$ cat src/oscsd_consts.vh
// constants for the oscillator select, doze and module gating block
// assumes a 32-bit classic wishbone slave, word aligned registers
//
// Contract
// - active source shown read-only in a 3-bit field, fixed encoding
// - requested source writable in bits 10-8, reset from configuration bits
// - switch request bit stays 1 while pending, reads 0 when done
// - clock lock plus config bit set refuses clock and pll changes
// - pin map lock bit at bit 6, writable, drives the io lock
// - pll lock bit reads 1 when locked or start-up timer expired
// - fail flag set by monitor; software one forces failure trap
// - oscillator control writes need an unlock sequence first
// - doze slows only the cpu clock; peripherals keep full speed
// - doze enabled by bit 11 of clock divider register
// - doze ratio bits 14-12 select 1:1 to 1:128, default 1:1
// - recover on interrupt bit 15 returns cpu to full speed
// - module disable stops module clocks; its registers ignore access
// - module runs only when disable bit clear and module present
// - disable and enable take effect one instruction cycle later
// - oscillator control bits 15, 11, 4, 2, 1 read zero
`ifndef OSCSD_CONSTS_VH
`define OSCSD_CONSTS_VH

// ----------------------------------------------------------------
// register byte offsets
// ----------------------------------------------------------------
`define OSCSD_ADR_OSC_CTRL   8'h00
`define OSCSD_ADR_CLK_DIV    8'h04
`define OSCSD_ADR_MOD_DIS    8'h08
`define OSCSD_ADR_UNLOCK     8'h0C
`define OSCSD_ADR_IRQ_STAT   8'h10
`define OSCSD_ADR_IRQ_MASK   8'h14

// ----------------------------------------------------------------
// oscillator control fields
// ----------------------------------------------------------------
`define OSCSD_ACT_LSB        12
`define OSCSD_REQ_LSB        8
`define OSCSD_CLK_LOCK_BIT   7
`define OSCSD_PIN_LOCK_BIT   6
`define OSCSD_PLL_LOCK_BIT   5
`define OSCSD_FAIL_BIT       3
`define OSCSD_SWITCH_BIT     0
`define OSCSD_OSC_WMASK      16'h07C9

// ----------------------------------------------------------------
// clock divider fields
// ----------------------------------------------------------------
`define OSCSD_ROI_BIT        15
`define OSCSD_DOZE_LSB       12
`define OSCSD_DOZE_EN_BIT    11
`define OSCSD_DIV_WMASK      16'hF800

// ----------------------------------------------------------------
// source codes
// ----------------------------------------------------------------
`define OSCSD_SRC_FRC        3'h0
`define OSCSD_SRC_FRC_PLL    3'h1
`define OSCSD_SRC_PRI        3'h2
`define OSCSD_SRC_PRI_PLL    3'h3
`define OSCSD_SRC_RSVD       3'h4
`define OSCSD_SRC_LOW_POWER_RC_OSCILLATOR       3'h5
`define OSCSD_SRC_FRC_D16    3'h6
`define OSCSD_SRC_FRC_DN     3'h7

// ----------------------------------------------------------------
// unlock keys and timing
// ----------------------------------------------------------------
`define OSCSD_KEY_FIRST      8'h55
`define OSCSD_KEY_SECOND     8'hAA
`define OSCSD_UNLOCK_WINDOW  4'h4
`define OSCSD_SWITCH_NS      1000
`define OSCSD_CLK_NS         100
// switch time in clk_i cycles, sized to the switch counter (1000 ns at 100 ns)
`define OSCSD_SWITCH_CYC     8'd10

`endif

$ cat src/oscsd_doze_div.v
// cpu clock enable divider for doze mode
// assumes clk_i is the system clock that peripherals keep using
`timescale 1ns/10ps
module oscsd_doze_div (
  input  wire       clk_i,
  input  wire       rst_i,
  input  wire       doze_active_i,
  input  wire [2:0] ratio_i,
  output reg        cpu_tick_o
);

  reg [6:0] count;

  // ----------------------------------------------------------------
  // divide-by-2^n tick
  // ----------------------------------------------------------------
  function [6:0] oscsd_limit;
    input [2:0] n;
    begin
      oscsd_limit = (7'h01 << n) - 7'h01;
    end
  endfunction

  // tick stays phase locked to clk_i so the two domains never drift
  always @(posedge clk_i) begin
    if (rst_i) begin
      count      <= 7'h00;
      cpu_tick_o <= 1'b1;
    end else if (!doze_active_i) begin
      count      <= 7'h00;
      cpu_tick_o <= 1'b1;
    end else if (count >= oscsd_limit(ratio_i)) begin
      count      <= 7'h00;
      cpu_tick_o <= 1'b1;
    end else begin
      count      <= count + 7'h01;
      cpu_tick_o <= 1'b0;
    end
  end

endmodule // oscsd_doze_div

$ cat src/oscsd_gate.v
// per-module enable with one instruction cycle of delay
// assumes instr_tick_i marks the end of each instruction cycle
`timescale 1ns/10ps
module oscsd_gate #(
  parameter N = 5
) (
  input  wire         clk_i,
  input  wire         rst_i,
  input  wire         instr_tick_i,
  input  wire [N-1:0] disable_i,
  input  wire [N-1:0] present_i,
  output reg  [N-1:0] enable_o
);

  reg [N-1:0] pend;

  // ----------------------------------------------------------------
  // delayed enable
  // ----------------------------------------------------------------
  // a bit change is captured, then applied at the next instruction end
  always @(posedge clk_i) begin
    if (rst_i) begin
      pend     <= {N{1'b0}};
      enable_o <= {N{1'b0}};
    end else begin
      pend <= ~disable_i & present_i;
      if (instr_tick_i) begin
        enable_o <= pend;
      end
    end
  end

endmodule // oscsd_gate

$ cat src/oscsd_top.v
// oscillator select, doze and module clock gating with a wishbone slave
// assumes config lock, pll lock, pll timer, monitor and interrupt inputs come from pins
`timescale 1ns/10ps
`include "oscsd_consts.vh"
module oscsd_top #(
  parameter       NMOD        = 5,
  parameter [2:0] CFG_SRC     = 3'h0,
  parameter [NMOD-1:0] PRESENT = {NMOD{1'b1}}
) (
  input  wire        clk_i,
  input  wire        rst_i,
  input  wire        cyc_i,
  input  wire        stb_i,
  input  wire        we_i,
  input  wire [7:0]  adr_i,
  input  wire [3:0]  sel_i,
  input  wire [31:0] dat_i,
  output reg  [31:0] dat_o,
  output reg         ack_o,
  input  wire        cfg_switch_lock_i,
  input  wire        pll_locked_i,
  input  wire        pll_timer_done_i,
  input  wire        monitor_fail_i,
  input  wire        cpu_irq_i,
  output reg  [2:0]  clk_source_o,
  output reg         pin_map_lock_o,
  output reg         osc_fail_trap_o,
  output reg         cpu_clk_en_o,
  output reg  [NMOD-1:0] module_clk_en_o,
  output reg         irq_o
);

  // ----------------------------------------------------------------
  // pin synchronisers
  // ----------------------------------------------------------------
  reg [1:0] sync_lock;
  reg [1:0] sync_timer;
  reg [1:0] sync_fail;
  reg [1:0] sync_cfg;
  reg [1:0] sync_irq;

  // two flops per pin, only the second is read by logic
  always @(posedge clk_i) begin
    if (rst_i) begin
      sync_lock  <= 2'h0;
      sync_timer <= 2'h0;
      sync_fail  <= 2'h0;
      sync_cfg   <= 2'h0;
      sync_irq   <= 2'h0;
    end else begin
      sync_lock  <= {sync_lock[0], pll_locked_i};
      sync_timer <= {sync_timer[0], pll_timer_done_i};
      sync_fail  <= {sync_fail[0], monitor_fail_i};
      sync_cfg   <= {sync_cfg[0], cfg_switch_lock_i};
      sync_irq   <= {sync_irq[0], cpu_irq_i};
    end
  end

  wire pll_ok   = sync_lock[1] | sync_timer[1];
  wire cfg_lock = sync_cfg[1];
  wire irq_in   = sync_irq[1];
  wire fail_in  = sync_fail[1];

  // ----------------------------------------------------------------
  // registers
  // ----------------------------------------------------------------
  reg [2:0]      active_clock_source;
  reg [2:0]      requested_clock_source;
  reg            switch_request;
  reg            clock_config_lock;
  reg            pin_map_lock;
  reg            clock_fail_flag;
  reg            recover_on_interrupt;
  reg [2:0]      doze_ratio;
  reg            doze_enable;
  reg [NMOD-1:0] module_disable;
  reg [1:0]      irq_status;
  reg [1:0]      irq_mask;
  reg [1:0]      unlock_state;
  reg [3:0]      unlock_timer;
  reg [7:0]      switch_count;
  reg            loaded;
  reg            fail_prev;
  reg            switch_done_ev;

  function [15:0] oscsd_merge;
    input [15:0] old_val;
    input [15:0] new_val;
    input [3:0]  sel;
    begin
      oscsd_merge[7:0]  = sel[0] ? new_val[7:0]  : old_val[7:0];
      oscsd_merge[15:8] = sel[1] ? new_val[15:8] : old_val[15:8];
    end
  endfunction

  // ----------------------------------------------------------------
  // bus decode
  // ----------------------------------------------------------------
  wire        req      = cyc_i & stb_i & ~ack_o;
  wire        wr       = req & we_i;
  wire        wr_osc   = wr & (adr_i == `OSCSD_ADR_OSC_CTRL);
  wire        wr_div   = wr & (adr_i == `OSCSD_ADR_CLK_DIV);
  wire        wr_mod   = wr & (adr_i == `OSCSD_ADR_MOD_DIS);
  wire        wr_key   = wr & (adr_i == `OSCSD_ADR_UNLOCK) & sel_i[0];
  wire        wr_stat  = wr & (adr_i == `OSCSD_ADR_IRQ_STAT);
  wire        wr_mask  = wr & (adr_i == `OSCSD_ADR_IRQ_MASK);
  wire        unlocked = (unlock_state == 2'h2);
  wire        osc_ok   = wr_osc & unlocked;
  wire        locked   = clock_config_lock & cfg_lock;

  wire [15:0] osc_view;
  assign osc_view = {1'b0, active_clock_source, 1'b0, requested_clock_source,
                     clock_config_lock, pin_map_lock, pll_ok, 1'b0,
                     clock_fail_flag, 2'b00, switch_request};
  wire [15:0] div_view = {recover_on_interrupt, doze_ratio, doze_enable, 11'h000};
  wire [15:0] osc_new  = oscsd_merge(osc_view, dat_i[15:0], sel_i);
  wire [15:0] div_new  = oscsd_merge(div_view, dat_i[15:0], sel_i) & `OSCSD_DIV_WMASK;

  // ----------------------------------------------------------------
  // unlock sequence
  // ----------------------------------------------------------------
  // key pair opens a short window for exactly one control write
  always @(posedge clk_i) begin
    if (rst_i) begin
      unlock_state <= 2'h0;
      unlock_timer <= 4'h0;
    end else if (wr_osc) begin
      unlock_state <= 2'h0;
    end else if (wr_key && dat_i[7:0] == `OSCSD_KEY_FIRST) begin
      unlock_state <= 2'h1;
    end else if (wr_key && unlock_state == 2'h1 && dat_i[7:0] == `OSCSD_KEY_SECOND) begin
      unlock_state <= 2'h2;
      unlock_timer <= `OSCSD_UNLOCK_WINDOW;
    end else if (wr_key) begin
      unlock_state <= 2'h0;
    end else if (unlock_state == 2'h2) begin
      if (unlock_timer == 4'h0) begin
        unlock_state <= 2'h0;
      end else begin
        unlock_timer <= unlock_timer - 4'h1;
      end
    end
  end

  // ----------------------------------------------------------------
  // oscillator control and switch
  // ----------------------------------------------------------------
  // the requested source is loaded from straps one cycle after reset
  always @(posedge clk_i) begin
    if (rst_i) begin
      active_clock_source    <= `OSCSD_SRC_FRC;
      requested_clock_source <= `OSCSD_SRC_FRC;
      switch_request         <= 1'b0;
      clock_config_lock      <= 1'b0;
      pin_map_lock           <= 1'b0;
      switch_count           <= 8'h00;
      loaded                 <= 1'b0;
      switch_done_ev         <= 1'b0;
    end else begin
      switch_done_ev <= 1'b0;
      if (!loaded) begin
        loaded                 <= 1'b1;
        requested_clock_source <= CFG_SRC;
        active_clock_source    <= CFG_SRC;
      end else if (osc_ok) begin
        if (sel_i[0]) begin
          pin_map_lock      <= osc_new[`OSCSD_PIN_LOCK_BIT];
          clock_config_lock <= osc_new[`OSCSD_CLK_LOCK_BIT];
        end
        if (!locked) begin
          requested_clock_source <= osc_new[10:8];
          if (sel_i[0] && osc_new[`OSCSD_SWITCH_BIT] && !switch_request) begin
            switch_request <= 1'b1;
            switch_count   <= `OSCSD_SWITCH_CYC;
          end
        end
      end else if (switch_request) begin
        if (switch_count != 8'h00) begin
          switch_count <= switch_count - 8'h01;
        end else if (requested_clock_source == `OSCSD_SRC_RSVD) begin
          switch_request <= 1'b0; // reserved code is abandoned, source kept
        end else if ((requested_clock_source != `OSCSD_SRC_PRI_PLL &&
                      requested_clock_source != `OSCSD_SRC_FRC_PLL) || pll_ok) begin
          active_clock_source <= requested_clock_source;
          switch_request      <= 1'b0;
          switch_done_ev      <= 1'b1;
        end
      end
    end
  end

  // ----------------------------------------------------------------
  // clock fail flag
  // ----------------------------------------------------------------
  // a monitor edge or a software one sets it; the set beats a clear
  wire fail_set = (fail_in & ~fail_prev) |
                  (osc_ok & sel_i[0] & osc_new[`OSCSD_FAIL_BIT]);
  always @(posedge clk_i) begin
    if (rst_i) begin
      clock_fail_flag <= 1'b0;
      fail_prev       <= 1'b0;
      osc_fail_trap_o <= 1'b0;
    end else begin
      fail_prev       <= fail_in;
      osc_fail_trap_o <= fail_set;
      if (fail_set) begin
        clock_fail_flag <= 1'b1;
      end else if (osc_ok && sel_i[0]) begin
        clock_fail_flag <= osc_new[`OSCSD_FAIL_BIT];
      end
    end
  end

  // ----------------------------------------------------------------
  // clock divider and module disable
  // ----------------------------------------------------------------
  // an interrupt only cancels doze when recover is armed
  always @(posedge clk_i) begin
    if (rst_i) begin
      recover_on_interrupt <= 1'b0;
      doze_ratio           <= 3'h0;
      doze_enable          <= 1'b0;
      module_disable       <= {NMOD{1'b0}};
    end else begin
      if (wr_div) begin
        recover_on_interrupt <= div_new[`OSCSD_ROI_BIT];
        doze_ratio           <= div_new[14:12];
        doze_enable          <= div_new[`OSCSD_DOZE_EN_BIT];
      end else if (recover_on_interrupt && irq_in && doze_enable) begin
        doze_enable <= 1'b0;
      end
      if (wr_mod && sel_i[0]) begin
        module_disable <= dat_i[NMOD-1:0];
      end
    end
  end

  // ----------------------------------------------------------------
  // doze divider and module gating
  // ----------------------------------------------------------------
  wire             cpu_tick;
  wire [NMOD-1:0]  gate_en;

  oscsd_doze_div u_doze (
    .clk_i         (clk_i),
    .rst_i         (rst_i),
    .doze_active_i (doze_enable),
    .ratio_i       (doze_ratio),
    .cpu_tick_o    (cpu_tick)
  );

  oscsd_gate #(.N(NMOD)) u_gate (
    .clk_i        (clk_i),
    .rst_i        (rst_i),
    .instr_tick_i (cpu_tick),
    .disable_i    (module_disable),
    .present_i    (PRESENT),
    .enable_o     (gate_en)
  );

  // ----------------------------------------------------------------
  // interrupt status: bit0 switch done, bit1 clock fail
  // ----------------------------------------------------------------
  wire [1:0] irq_set = {fail_set, switch_done_ev};
  always @(posedge clk_i) begin
    if (rst_i) begin
      irq_status <= 2'h0;
      irq_mask   <= 2'h0;
    end else begin
      irq_status <= irq_set | (irq_status & ~(wr_stat & sel_i[0] ? dat_i[1:0] : 2'h0));
      if (wr_mask && sel_i[0]) begin
        irq_mask <= dat_i[1:0];
      end
    end
  end

  // ----------------------------------------------------------------
  // read data, ack and registered outputs
  // ----------------------------------------------------------------
  // unmapped addresses ack with zero so the master never hangs
  always @(posedge clk_i) begin
    if (rst_i) begin
      ack_o           <= 1'b0;
      dat_o           <= 32'h00000000;
      clk_source_o    <= `OSCSD_SRC_FRC;
      pin_map_lock_o  <= 1'b0;
      cpu_clk_en_o    <= 1'b1;
      module_clk_en_o <= {NMOD{1'b0}};
      irq_o           <= 1'b0;
    end else begin
      ack_o <= req;
      dat_o <= 32'h00000000;
      if (req && !we_i) begin
        case (adr_i)
          `OSCSD_ADR_OSC_CTRL: dat_o <= {16'h0000, osc_view};
          `OSCSD_ADR_CLK_DIV:  dat_o <= {16'h0000, div_view};
          `OSCSD_ADR_MOD_DIS:  dat_o <= {{(32-NMOD){1'b0}}, module_disable};
          `OSCSD_ADR_IRQ_STAT: dat_o <= {30'h00000000, irq_status};
          `OSCSD_ADR_IRQ_MASK: dat_o <= {30'h00000000, irq_mask};
          default:             dat_o <= 32'h00000000;
        endcase
      end
      clk_source_o    <= active_clock_source;
      pin_map_lock_o  <= pin_map_lock;
      cpu_clk_en_o    <= cpu_tick;
      module_clk_en_o <= gate_en;
      irq_o           <= |(irq_status & irq_mask);
    end
  end

endmodule // oscsd_top

$ cat config.mk
export PLATFORM = sky130hd
export DESIGN_NAME = oscsd_top
export DESIGN_NICKNAME = d
export VERILOG_FILES = /design/src/oscsd_doze_div.v /design/src/oscsd_gate.v /design/src/oscsd_top.v
export VERILOG_INCLUDE_DIRS = /design/src
export SDC_FILE = /design/constraint.sdc
export NUM_CORES = 1
export LEC_CHECK = 0
export ABC_AREA = 1
export BUFFER_PORTS_ARGS = -buffer_cell sky130_fd_sc_hd__buf_2
export CORE_MARGIN = 2
export CORE_UTILIZATION = 29
export DETAILED_ROUTE_END_ITERATION = 7
export GPL_TIMING_DRIVEN = 0
export PLACE_DENSITY = 0.54
export SKIP_LAST_GASP = 1
export SLEW_MARGIN = 20
export SYNTH_ARGS = -nofsm -noshare
export SYNTH_HDL_FRONTEND = slang
export SYNTH_SLANG_ARGS = --single-unit
$ cat constraint.sdc
create_clock -name clk_i -period 2.8 [get_ports clk_i]
set_input_delay 0.42 -clock clk_i [delete_from_list [all_inputs] [get_ports clk_i]]
set_output_delay 0.42 -clock clk_i [all_outputs]
set_load 0.05 [all_outputs]
==> results by group, run 1 <==
Outcome
  – Status: finished, final reports clean

STA
  – Worst slew pin tran: 0.6090 ns
  – Worst setup margin: 0.2611 ns
  – RSZ-0062 raised after global routing: no
  – Post-route clock period utilization: between 90% and 100%
  – Slew HR: 59.40%
  – Count of pins over their slew limit: 0
  – Post-Route Skew: 0.009727 ns
  – Setup Viol. Count Final: 0
  – Final Hold Vio Count: 0
  – Setup TNS: 0 ns
  – Minimum clock period: between 2 and 3 ns
  – Fmax: just under 0.4 GHz

Pwr
  – Clock share of power: between 40% and 50%
  – Sw power: 655.6 µW
  – Internal power: 2.146 mW
  – Pleak: 2.305 nW
  – VDD IR max: approximately 0.29 mV
  – Sw frac: 23.41%
  – P per Cell Area: 545.8 nW/µm²
  – Register share of total power: 50.7%
  – Comb pwr share: 6.8%
  – PnR Total Power: 2.801 mW

Synth
  – Seq/Total Area, Yosys: 46.34%
  – Area leader, netlist: dfxtp_1
  – Unique cell type count in the Yosys netlist: 32
  – Async S/R FF share, synth: 0%
  – #FFs+latches synth: 98
  – Avg Cell Area, Syn: 7.481 µm²
  – Post-synth top flop: dfxtp_1
  – Ys Warns: 0
  – Post-synth top area share: 46.34%
  – Mapped Area: 4234 µm²
  – Top post-synthesis cells by area: dfxtp_1 (46%), nor2_1 (9.1%), nand2_1 (8.3%)
  – Syn Inst Count: between 500 and 600
  – Post-synth EDFFs: 0

Final layout
  – Non-filler cells in the finished layout: 844
  – Layout cells sized above 1: 17.73%
  – Commonest non-fill, non-tap cells in the layout: nor2_1 (103), dfxtp_1 (98), nand2_1 (94)
  – Commonest non-fill, non-tap cell in the layout: nor2_1
  – Layout area overhead: 21.22%
  – Fill cells: 1568
  – Nets: 720
  – Final Cell Area: slightly above 5000 µm²
  – Diodes inserted: 0

Clock tree
  – Clock Sinks: 98
  – Clock Pin Slew Worst Setup and Hold Paths: 0.06 ns
  – Max Buffers Root-to-Sink: 2
  – Setup repair bufs after CTS: 0
  – H-tree depth: 3
  – Clk Latency, worst-skew pair: 0.35 ns
  – Root Buffer: clkbuf_16
  – CTS tree: built
  – CTS Buf Count: 9

Worst setup path
  – CP top delay family: compound AO/OA/AOI/OAI gates
  – Max incr delay on CP: about 0.43 ns
  – Crit path cell chain: inv_1 > nand2_1 > ha_1 > o21ai_0 > a21oi_1 > xor2_1 > ha_1 > nand2_1 > nor2_1 > a211oi_2 > o2111ai_2 > nor2_1
  – Slowest stage cell, crit path: dfxtp_1
  – CP Class: reg2reg
  – CP Capture Type: flip-flop
  – Worst-path fanout max: 8
  – Worst Setup Start Kind: flip-flop
  – CP arrival: between 2 and 3 ns
  – WP data required: 3.08 ns
  – WP buf/inv: 1

Place
  – Dpl hpwl: 7930 µm
  – Worst slack, placed: 0.1882 ns
  – Cell Area, Placed: 4836 µm²
  – # port buffers: 63
  – DP Cell Count: 828
  – Gpl congestion: about 0.83

GRT
  – Total GRT Usage: 13.49%
  – Largest net degree at the start of global routing: 15
  – First-pass GRT wire length: 16740 µm
  – Vias in the first global route: 3598
  – Initial antenna violation count: 0
  – Grt total ovfl: 0

Routing
  – Wire per inst: approximately 12 µm
  – Number of remaining DRC errors: 0
  – DRT Pass-1 Iters: 4
  – Vias: 3728
  – Final ANT Viol Nets: 0
  – Detailed Route WL: 10210 µm
  – Vias per inst: 4.417
  – Initial drt markers: ~170

Floorplanning
  – Rows: 44
  – Chip Height: 124.8 µm
  – Initial Util: 29.35%
  – Ports: 99
  – Placeable Area: 14420 µm²
  – Die Width: 124.8 µm
  – DIE AREA: 15580 µm²

Hold path
  – Hold Crit Class: in2reg

Flow run
  – Max-Cap Viols: 0
[flip-flops by register name, indices dropped and copies added, names as in the netlist, 2 cells and up]
register / flops
u_doze.count: 7
sync_lock: 2
sync_cfg: 2
clk_source_o: 3
active_clock_source: 3
sync_fail: 2
module_disable: 5
u_gate.enable_o: 5
requested_clock_source: 3
irq_status: 2
sync_timer: 2
module_clk_en_o: 5
switch_count: 8
u_gate.pend: 5
unlock_state: 2
irq_mask: 2
dat_o: 16
doze_ratio: 3
sync_irq: 2
unlock_timer: 4
[per-layer routing]
layer  vias up  global-route usage, %  wire, µm
li1       1914                      -         -
met1      1688                  16.96      4757
met2       113                  22.12      4600
met3        13                  3.522       665
met4         0                  5.294       186
met5         -                      0         0
[cells in the mapped netlist, types with 2 or more instances]
cell        n
a21oi_1    41
a31oi_1     2
buf_4      16
clkbuf_1    8
dfxtp_1    98
ha_1       11
inv_1      84
inv_2       2
nand2_1    94
nand2_2     5
nand3_1    27
nand3_2     2
nand3_4     2
nand4_1    11
nor2_1    103
nor2_2      4
nor2_4      4
nor3_1      2
o21ai_0    27
xnor2_1     5
xor2_1      7
[timing repair]
item,CTS,global route
gates resized for setup,0,2
hold buffers,0,0
endpoints found under the setup margin,0,8
[power groups by stage]
stage               registers (mW)  clock network (mW)  logic [mW]
floorplan                     1.47                   0       0.117
global placement              1.45                   0       0.189
detailed placement            1.45                   0       0.190
CTS                           1.42                1.22       0.191
global route                  1.42                1.28       0.207
finish                        1.42                1.19       0.190
[cell families (layout without fill, tap and decap cells)]
kind of cell / count (synthesis) / in the layout / synth area share, %
and+or+nand+nor: 258 / 258 / 27.28
buffers and inverters: 112 / 191 / 11.55
DFF: 98 / 98 / 46.34
AOI/OAI and AO/OA: 74 / 74 / 9.013
xor gates and xnor gates: 12 / 12 / 2.482
adders and majority gates: 11 / 11 / 3.251
other: 1 / 16 / 0.08857
[final timing paths]
check / endpoint / slack, ns / cells past startpoint / startpoint
hold reg to reg: sync_irq[1] / 0.40 / 2 / sync_irq[0]
setup / recovery: u_doze.count[6] / 0.26 / 12 / doze_ratio[2]
hold / removal: sync_lock[0] / 0.27 / 3 / pll_locked_i
setup reg to reg: u_doze.count[6] / 0.26 / 12 / doze_ratio[2]
[through the flow]
stage	util (%)	hold WS, ns
after floorplan	-	0.3883
after global placement	33.53	0.3970
after detailed placement	33.53	0.3960
after CTS	35.50	0.2668
after global routing	35.58	0.2746
final	35.58	0.2697
[worst register-to-register path: stages, from the launching register on]
cell	delay, ns
dfxtp_1	0.43
inv_1	0.16
nand2_1	0.13
ha_1	0.19
o21ai_0	0.15
a21oi_1	0.18
xor2_1	0.18
ha_1	0.29
nand2_1	0.11
nor2_1	0.06
a211oi_2	0.16
o2111ai_2	0.27
nor2_1	0.16
[cell type report]
type	instances	area [µm²]	area share (%)
buffer	25	161.4	3.145
clock buffer	15	277.8	5.412
clock inverter	1	7.507	0.1463
inverter	87	327.8	6.387
multi-input combinational	371	1851	36.06
sequential	98	1962	38.23
tap	184	230.2	4.486
timing repair buffer	63	315.3	6.143
Power figures use the tool's default switching activity.
==> run 2: changes to the inputs <==
--- a/config.mk
+++ b/config.mk
@@ -8,11 +8,13 @@
 export LEC_CHECK = 0
 export ABC_AREA = 1
 export BUFFER_PORTS_ARGS = -buffer_cell sky130_fd_sc_hd__buf_2
+export CELL_PAD_IN_SITES_DETAIL_PLACEMENT = 1
+export CELL_PAD_IN_SITES_GLOBAL_PLACEMENT = 2
 export CORE_MARGIN = 2
 export CORE_UTILIZATION = 29
 export DETAILED_ROUTE_END_ITERATION = 7
 export GPL_TIMING_DRIVEN = 0
-export PLACE_DENSITY = 0.54
+export PLACE_DENSITY = 0.83
 export SKIP_LAST_GASP = 1
 export SLEW_MARGIN = 20
 export SYNTH_ARGS = -nofsm -noshare
==> run 2 against run 1 <==
  * Clock power is 12% higher
  * Critical endpoint unchanged
  * Highest routed layer unchanged
  * Total power is 4.9% higher
  * Count of clock-buffer cells in the layout is 6 lower
  * Critical path depth stayed put
  * Combinational power hardly changed
  * Worst setup slack better by 0.024 ns
  * Routed wire length is 9.4% higher
  * Largest cell class unchanged
==> results by group, run 2 (same netlist as run 1, synthesis figures left out) <==
Floorplanning
  – DIE AREA: between 15000 and 20000 µm²
  – Initial Util: 29.35%
  – Rows: 44
  – Placeable Area: 14420 µm²
  – Chip Height: 124.8 µm
  – Die Width: 124.8 µm
  – Ports: 99

Routing
  – Number of remaining DRC errors: 0
  – Wire per inst: approximately 13 µm
  – Vias per inst: between 4 and 5
  – DRT Pass-1 Iters: 4
  – Vias: about 3700
  – Final ANT Viol Nets: 0
  – Detailed Route WL: ~11000 µm
  – Initial drt markers: around 130

STA
  – Fmax: ~0.40 GHz
  – Minimum clock period: 2.515 ns
  – RSZ-0062 raised after global routing: no
  – Count of pins over their slew limit: 0
  – Post-route clock period utilization: 89.80%
  – Worst slew pin tran: 0.6202 ns
  – Final Hold Vio Count: 0
  – Setup TNS: 0 ns
  – Slew HR: 58.66%
  – Setup Viol. Count Final: 0
  – Post-Route Skew: 0.005821 ns

Clock tree
  – H-tree depth: 3
  – Clock Pin Slew Worst Setup and Hold Paths: about 0.070 ns
  – CTS tree: built
  – Root Buffer: clkbuf_16
  – CTS Buf Count: 9
  – Max Buffers Root-to-Sink: 2
  – Setup repair bufs after CTS: 0
  – Clock Sinks: 98
  – Clk Latency, worst-skew pair: 0.35 ns

Final layout
  – Layout cells sized above 1: 18.06%
  – Diodes inserted: 0
  – Commonest non-fill, non-tap cells in the layout: nor2_1 (103), dfxtp_1 (98), nand2_1 (94)
  – Nets: 720
  – Max reg flops: 16
  – Top reg by flops: dat_o
  – Fill cells: 1814
  – Layout area overhead: 22.19%
  – Commonest non-fill, non-tap cell in the layout: nor2_1
  – Non-filler cells in the finished layout: 843
  – Final Cell Area: 5174 µm²
  – Biggest regs: dat_o: 16 flops, switch_count: 8 flops, u_doze.count: 7 flops

Worst setup path
  – FF-to-FF path depth: 12
  – Critical Path Sink: u_doze.count[6]
  – CP Class: reg2reg
  – R2R Path End: u_doze.count[6]
  – CP arrival: 2.79 ns
  – CP startpoint: doze_ratio[2]
  – Crit path cell chain: inv_1 > nand2_1 > ha_1 > o21ai_0 > a21oi_1 > xor2_1 > ha_1 > nand2_1 > nor2_1 > a211oi_2 > o2111ai_4 > nor2_1
  – R2r setup slk: between 0.2 and 0.3 ns
  – Max incr delay on CP: 0.43 ns
  – WP data required: 3.08 ns
  – Slowest stage cell, crit path: dfxtp_1
  – CP Capture Type: flip-flop
  – Worst Setup Start Kind: flip-flop
  – R2r startpoint: doze_ratio[2]
  – Worst-path fanout max: 8

Pwr
  – Clock share of power: between 40% and 50%
  – Comb pwr share: 6.5%
  – VDD IR max: 0.3066 mV
  – Sw power: a little under 700 µW
  – Register share of total power: 48.4%
  – Pleak: 2.321 nW
  – P per Cell Area: 568.1 nW/µm²
  – Internal power: 2.249 mW
  – Sw frac: 23.47%

Place
  – Dpl hpwl: 8664 µm
  – Cell Area, Placed: around 4800 µm²
  – DP Cell Count: slightly above 800
  – # port buffers: 63
  – Gpl congestion: 0.8107

Outcome
  – Status: finished, final reports clean

GRT
  – Grt total ovfl: 0
  – Total GRT Usage: 14.43%
  – Vias in the first global route: 3822
  – Initial antenna violation count: 0
  – First-pass GRT wire length: 18330 µm
  – Largest net degree at the start of global routing: 17

Flow run
  – Max-Cap Viols: 0

Hold path
  – Hold Crit Class: in2reg
## run 2: timing repair
| item | in CTS | in global routing |
|---|---|---|
| endpoints found under the setup margin | 0 | 8 |
| hold buffers | 0 | 0 |
| hold endpoints to repair | 0 | 0 |
| gates resized for setup | 0 | 3 |
## run 2: how the worst min path moves through the flow
stage / startpoint / to / slack, ns / depth (start not counted)
2_1_floorplan: sync_cfg[0] / sync_cfg[1] / 0.39 / 2
3_3_place_gp: sync_irq[0] / sync_irq[1] / 0.40 / 2
3_5_place_dp: sync_timer[0] / sync_timer[1] / 0.40 / 2
4_1_cts: pll_timer_done_i / sync_timer[0] / 0.27 / 3
5_1_grt: pll_timer_done_i / sync_timer[0] / 0.29 / 3
6_report: pll_timer_done_i / sync_timer[0] / 0.27 / 3
## run 2: cell type report
type | instances | area [µm²] | area share (%)
plain buffers | 25 | 161.4 | 3.120
inverters | 87 | 327.8 | 6.336
multi-input cells | 371 | 1862 | 35.99
well taps | 184 | 230.2 | 4.450
clock buffers | 9 | 225.2 | 4.353
clock inverters | 6 | 90.09 | 1.741
repair buffers | 63 | 315.3 | 6.094
flip-flops and latches | 98 | 1962 | 37.92
## run 2: layer usage
metal | track usage (%) | share of wire (%) | routed length (µm) | vias up
met1 | 18.81 | 47 | 5294 | 1747
met5 | 0 | 0 | 0 | -
li1 | - | - | - | 1907
met2 | 24.11 | 46 | 5146 | 77
met3 | 2.448 | 4.8 | 533 | 14
met4 | 5.163 | 1.8 | 196 | 0
## run 2: power by group through the flow
stage | logic, mW | clock network (mW) | registers (mW)
5_1_grt | 0.208 | 1.40 | 1.42
3_3_place_gp | 0.190 | 0 | 1.45
6_report | 0.192 | 1.33 | 1.42
2_1_floorplan | 0.117 | 0 | 1.47
4_1_cts | 0.193 | 1.36 | 1.42
3_5_place_dp | 0.192 | 0 | 1.45
## run 2: critical path: cells and delay by family, from the launching register on
kind	cells	cell delay (ns)
AO/OA/AOI/OAI	4	0.76
adder cells (fa/ha/maj)	2	0.47
flip-flops	1	0.43
buffers and inverters	1	0.16
AND/OR/NAND/NOR	4	0.45
XOR/XNOR	1	0.18
## run 2: per-stage QoR
step	setup slack, ns	util [%]	hold WS, ns	total power [mW]
after floorplan	0.6326	-	0.3883	1.582
after global placement	0.1880	33.53	0.3975	1.642
after detailed placement	0.1157	33.53	0.3993	1.645
after CTS	0.05316	35.71	0.2666	2.973
after global routing	0.02973	35.87	0.2903	3.032
final	0.2855	35.87	0.2698	2.939
==> run 3: changes to the inputs <==
--- a/config.mk
+++ b/config.mk
@@ -12,6 +12,7 @@
 export CELL_PAD_IN_SITES_GLOBAL_PLACEMENT = 2
 export CORE_MARGIN = 2
 export CORE_UTILIZATION = 29
+export CTS_BUF_LIST = sky130_fd_sc_hd__clkbuf_4 sky130_fd_sc_hd__clkbuf_8
 export DETAILED_ROUTE_END_ITERATION = 7
 export GPL_TIMING_DRIVEN = 0
 export PLACE_DENSITY = 0.83
==> constraint.sdc (replaced) <==
create_clock -name clk_i -period 2.38 [get_ports clk_i]
set_input_delay 0.357 -clock clk_i [delete_from_list [all_inputs] [get_ports clk_i]]
set_output_delay 0.357 -clock clk_i [all_outputs]
set_load 0.05 [all_outputs]
==> run 3 against run 2 <==
  * Global-route usage hardly changed
  * Via count about the same
  * Die area is the same
  * Core utilization is 0.42 points lower
  * Routed wire length down 0.25%
  * Largest power group unchanged
==> results by group, run 3 (same netlist as run 1, synthesis figures left out) <==
Routing
  – Initial drt markers: 135
  – Final ANT Viol Nets: 0
  – Detailed Route WL: 11140 µm
  – Number of remaining DRC errors: 0
  – Vias: 3748
  – Vias per inst: 4.436
  – Wire per inst: 13.19 µm
  – DRT Pass-1 Iters: 4

Pwr
  – VDD IR max: 0.2806 mV
  – Sw frac: 24.71%
  – Register share of total power: a little over half
  – Sw power: 759.6 µW
  – Pleak: 2.288 nW
  – Internal power: 2.315 mW
  – Comb pwr share: 7.4%
  – Clock share of power: approximately two fifths
  – P per Cell Area: 601.2 nW/µm²

Worst setup path
  – Crit path cell chain: inv_2 > nand3_1 > ha_2 > o21ai_2 > a21oi_2 > xor2_1 > ha_1 > buf_4 > a211oi_2 > o2111ai_4 > nor2_1
  – CP Capture Type: flip-flop
  – CP arrival: 2.53 ns
  – CP Class: reg2reg
  – FF-to-FF path depth: 11
  – R2r setup slk: between 0.15 and 0.2 ns
  – Max incr delay on CP: 0.37 ns
  – WP depth: 11
  – Worst Setup Start Kind: flip-flop
  – CP top delay family: compound AO/OA/AOI/OAI gates
  – Slowest stage cell, crit path: dfxtp_4
  – WP data required: roughly 2.7 ns
  – WP buf/inv: 2
  – Worst-path fanout max: 8

STA
  – Setup Viol. Count Final: 0
  – Worst setup margin: 0.1501 ns
  – Slew HR: 58.62%
  – Worst slew pin tran: 0.6207 ns
  – Post-Route Skew: 0.009579 ns
  – Minimum clock period: 2.230 ns
  – Setup TNS: 0 ns
  – Count of pins over their slew limit: 0
  – Post-route clock period utilization: 93.70%
  – RSZ-0062 raised after global routing: no
  – Fmax: approximately 0.45 GHz
  – Final Hold Vio Count: 0

Clock tree
  – CTS Buf Count: 9
  – Clock Sinks: just under 100
  – CTS tree: built
  – Root Buffer: clkbuf_8
  – Clock Pin Slew Worst Setup and Hold Paths: 0.10 ns
  – H-tree depth: 3
  – Cts hold-fix bufs: 0
  – Clk Latency, worst-skew pair: 0.37 ns
  – Max Buffers Root-to-Sink: 2

Final layout
  – Biggest regs: dat_o: 16 flops, switch_count: 8 flops, u_doze.count: 7 flops
  – Non-filler cells in the finished layout: 845
  – Top reg by flops: dat_o
  – Commonest non-fill, non-tap cell in the layout: nor2_1
  – Diodes inserted: 0
  – Max reg flops: 16
  – Commonest non-fill, non-tap cells in the layout: nor2_1 (101), dfxtp_1 (95), nand2_1 (93)
  – Layout cells sized above 1: between 10% and 20%
  – Nets: 722
  – Layout area overhead: 20.77%
  – Post-layout util: a little over a third

Floorplanning
  – DIE AREA: 15580 µm²
  – Initial Util: ~30%
  – Ports: 99
  – Rows: 44
  – Die Width: 124.8 µm
  – Chip Height: 124.8 µm
  – Placeable Area: 14420 µm²

Flow run
  – Max-Cap Viols: 0

Place
  – DP Cell Count: 828
  – # port buffers: 63
  – Dpl hpwl: 8664 µm
  – Gpl congestion: between 0.8 and 0.9
  – Worst slack, placed: -0.3043 ns

GRT
  – Grt total ovfl: 0
  – Total GRT Usage: between 10% and 20%
  – First-pass GRT wire length: around 18000 µm
  – Largest net degree at the start of global routing: 17
  – Initial antenna violation count: 0
  – Vias in the first global route: 3792

Hold path
  – Hold Crit Class: in2reg
  – Hold Path Depth: 3

Outcome
  – Status: finished, final reports clean
[run 3: area by class of cell]
| type | instances | area (µm²) |
|---|---|---|
| sequential | 98 | 1971 |
| timing repair buffer | 65 | 330.3 |
| multi-input combinational | 371 | 1879 |
| buffer | 25 | 161.4 |
| clock inverter | 6 | 90.09 |
| tap | 184 | 230.2 |
| inverter | 87 | 327.8 |
| fill | 1819 | 9310 |
| clock buffer | 9 | 123.9 |
[run 3: worst paths after layout]
path,from,endpoint
setup / recovery,doze_ratio[2],u_doze.count[6]
setup reg to reg,doze_ratio[2],u_doze.count[6]
hold reg to reg,sync_irq[0],sync_irq[1]
hold / removal,pll_timer_done_i,sync_timer[0]
[run 3: metal layers]
layer  vias up  routed length (µm)  GRT usage (%)
li1       1911                   -              -
met1      1749                5361          18.89
met2        78                5143          23.92
met3        10                 482          2.964
met4         0                 155          4.771
met5         -                   0              0
[run 3: per-stage QoR]
step	hold slack, ns	power (mW)	cell area, µm²
5_1_grt	0.1799	3.205	5114
3_5_place_dp	0.3993	1.936	4836
4_1_cts	0.1586	3.123	5090
2_1_floorplan	0.3883	1.861	4290
3_3_place_gp	0.3975	1.932	4836
6_report	0.1816	3.074	5114
[run 3: tightest hold or removal path: stages]
cell	delay (ns)
buf_2	0.07
inv_1	0.03
nor2_1	0.06
[run 3: power groups by stage]
stage                     sequential [mW]  combinational, mW  clock, mW
after floorplan                      1.72              0.137          0
after global placement               1.71              0.223          0
after detailed placement             1.71              0.226          0
after CTS                            1.67              0.227       1.23
after global routing                 1.67              0.245       1.29
final                                1.67              0.226       1.18
[run 3: what timing repair did]
item,4_1_cts,5_1_grt
pin swaps,4,4
buffers inserted,1,1
resized for setup,10,7
setup endpoints to repair,8,8
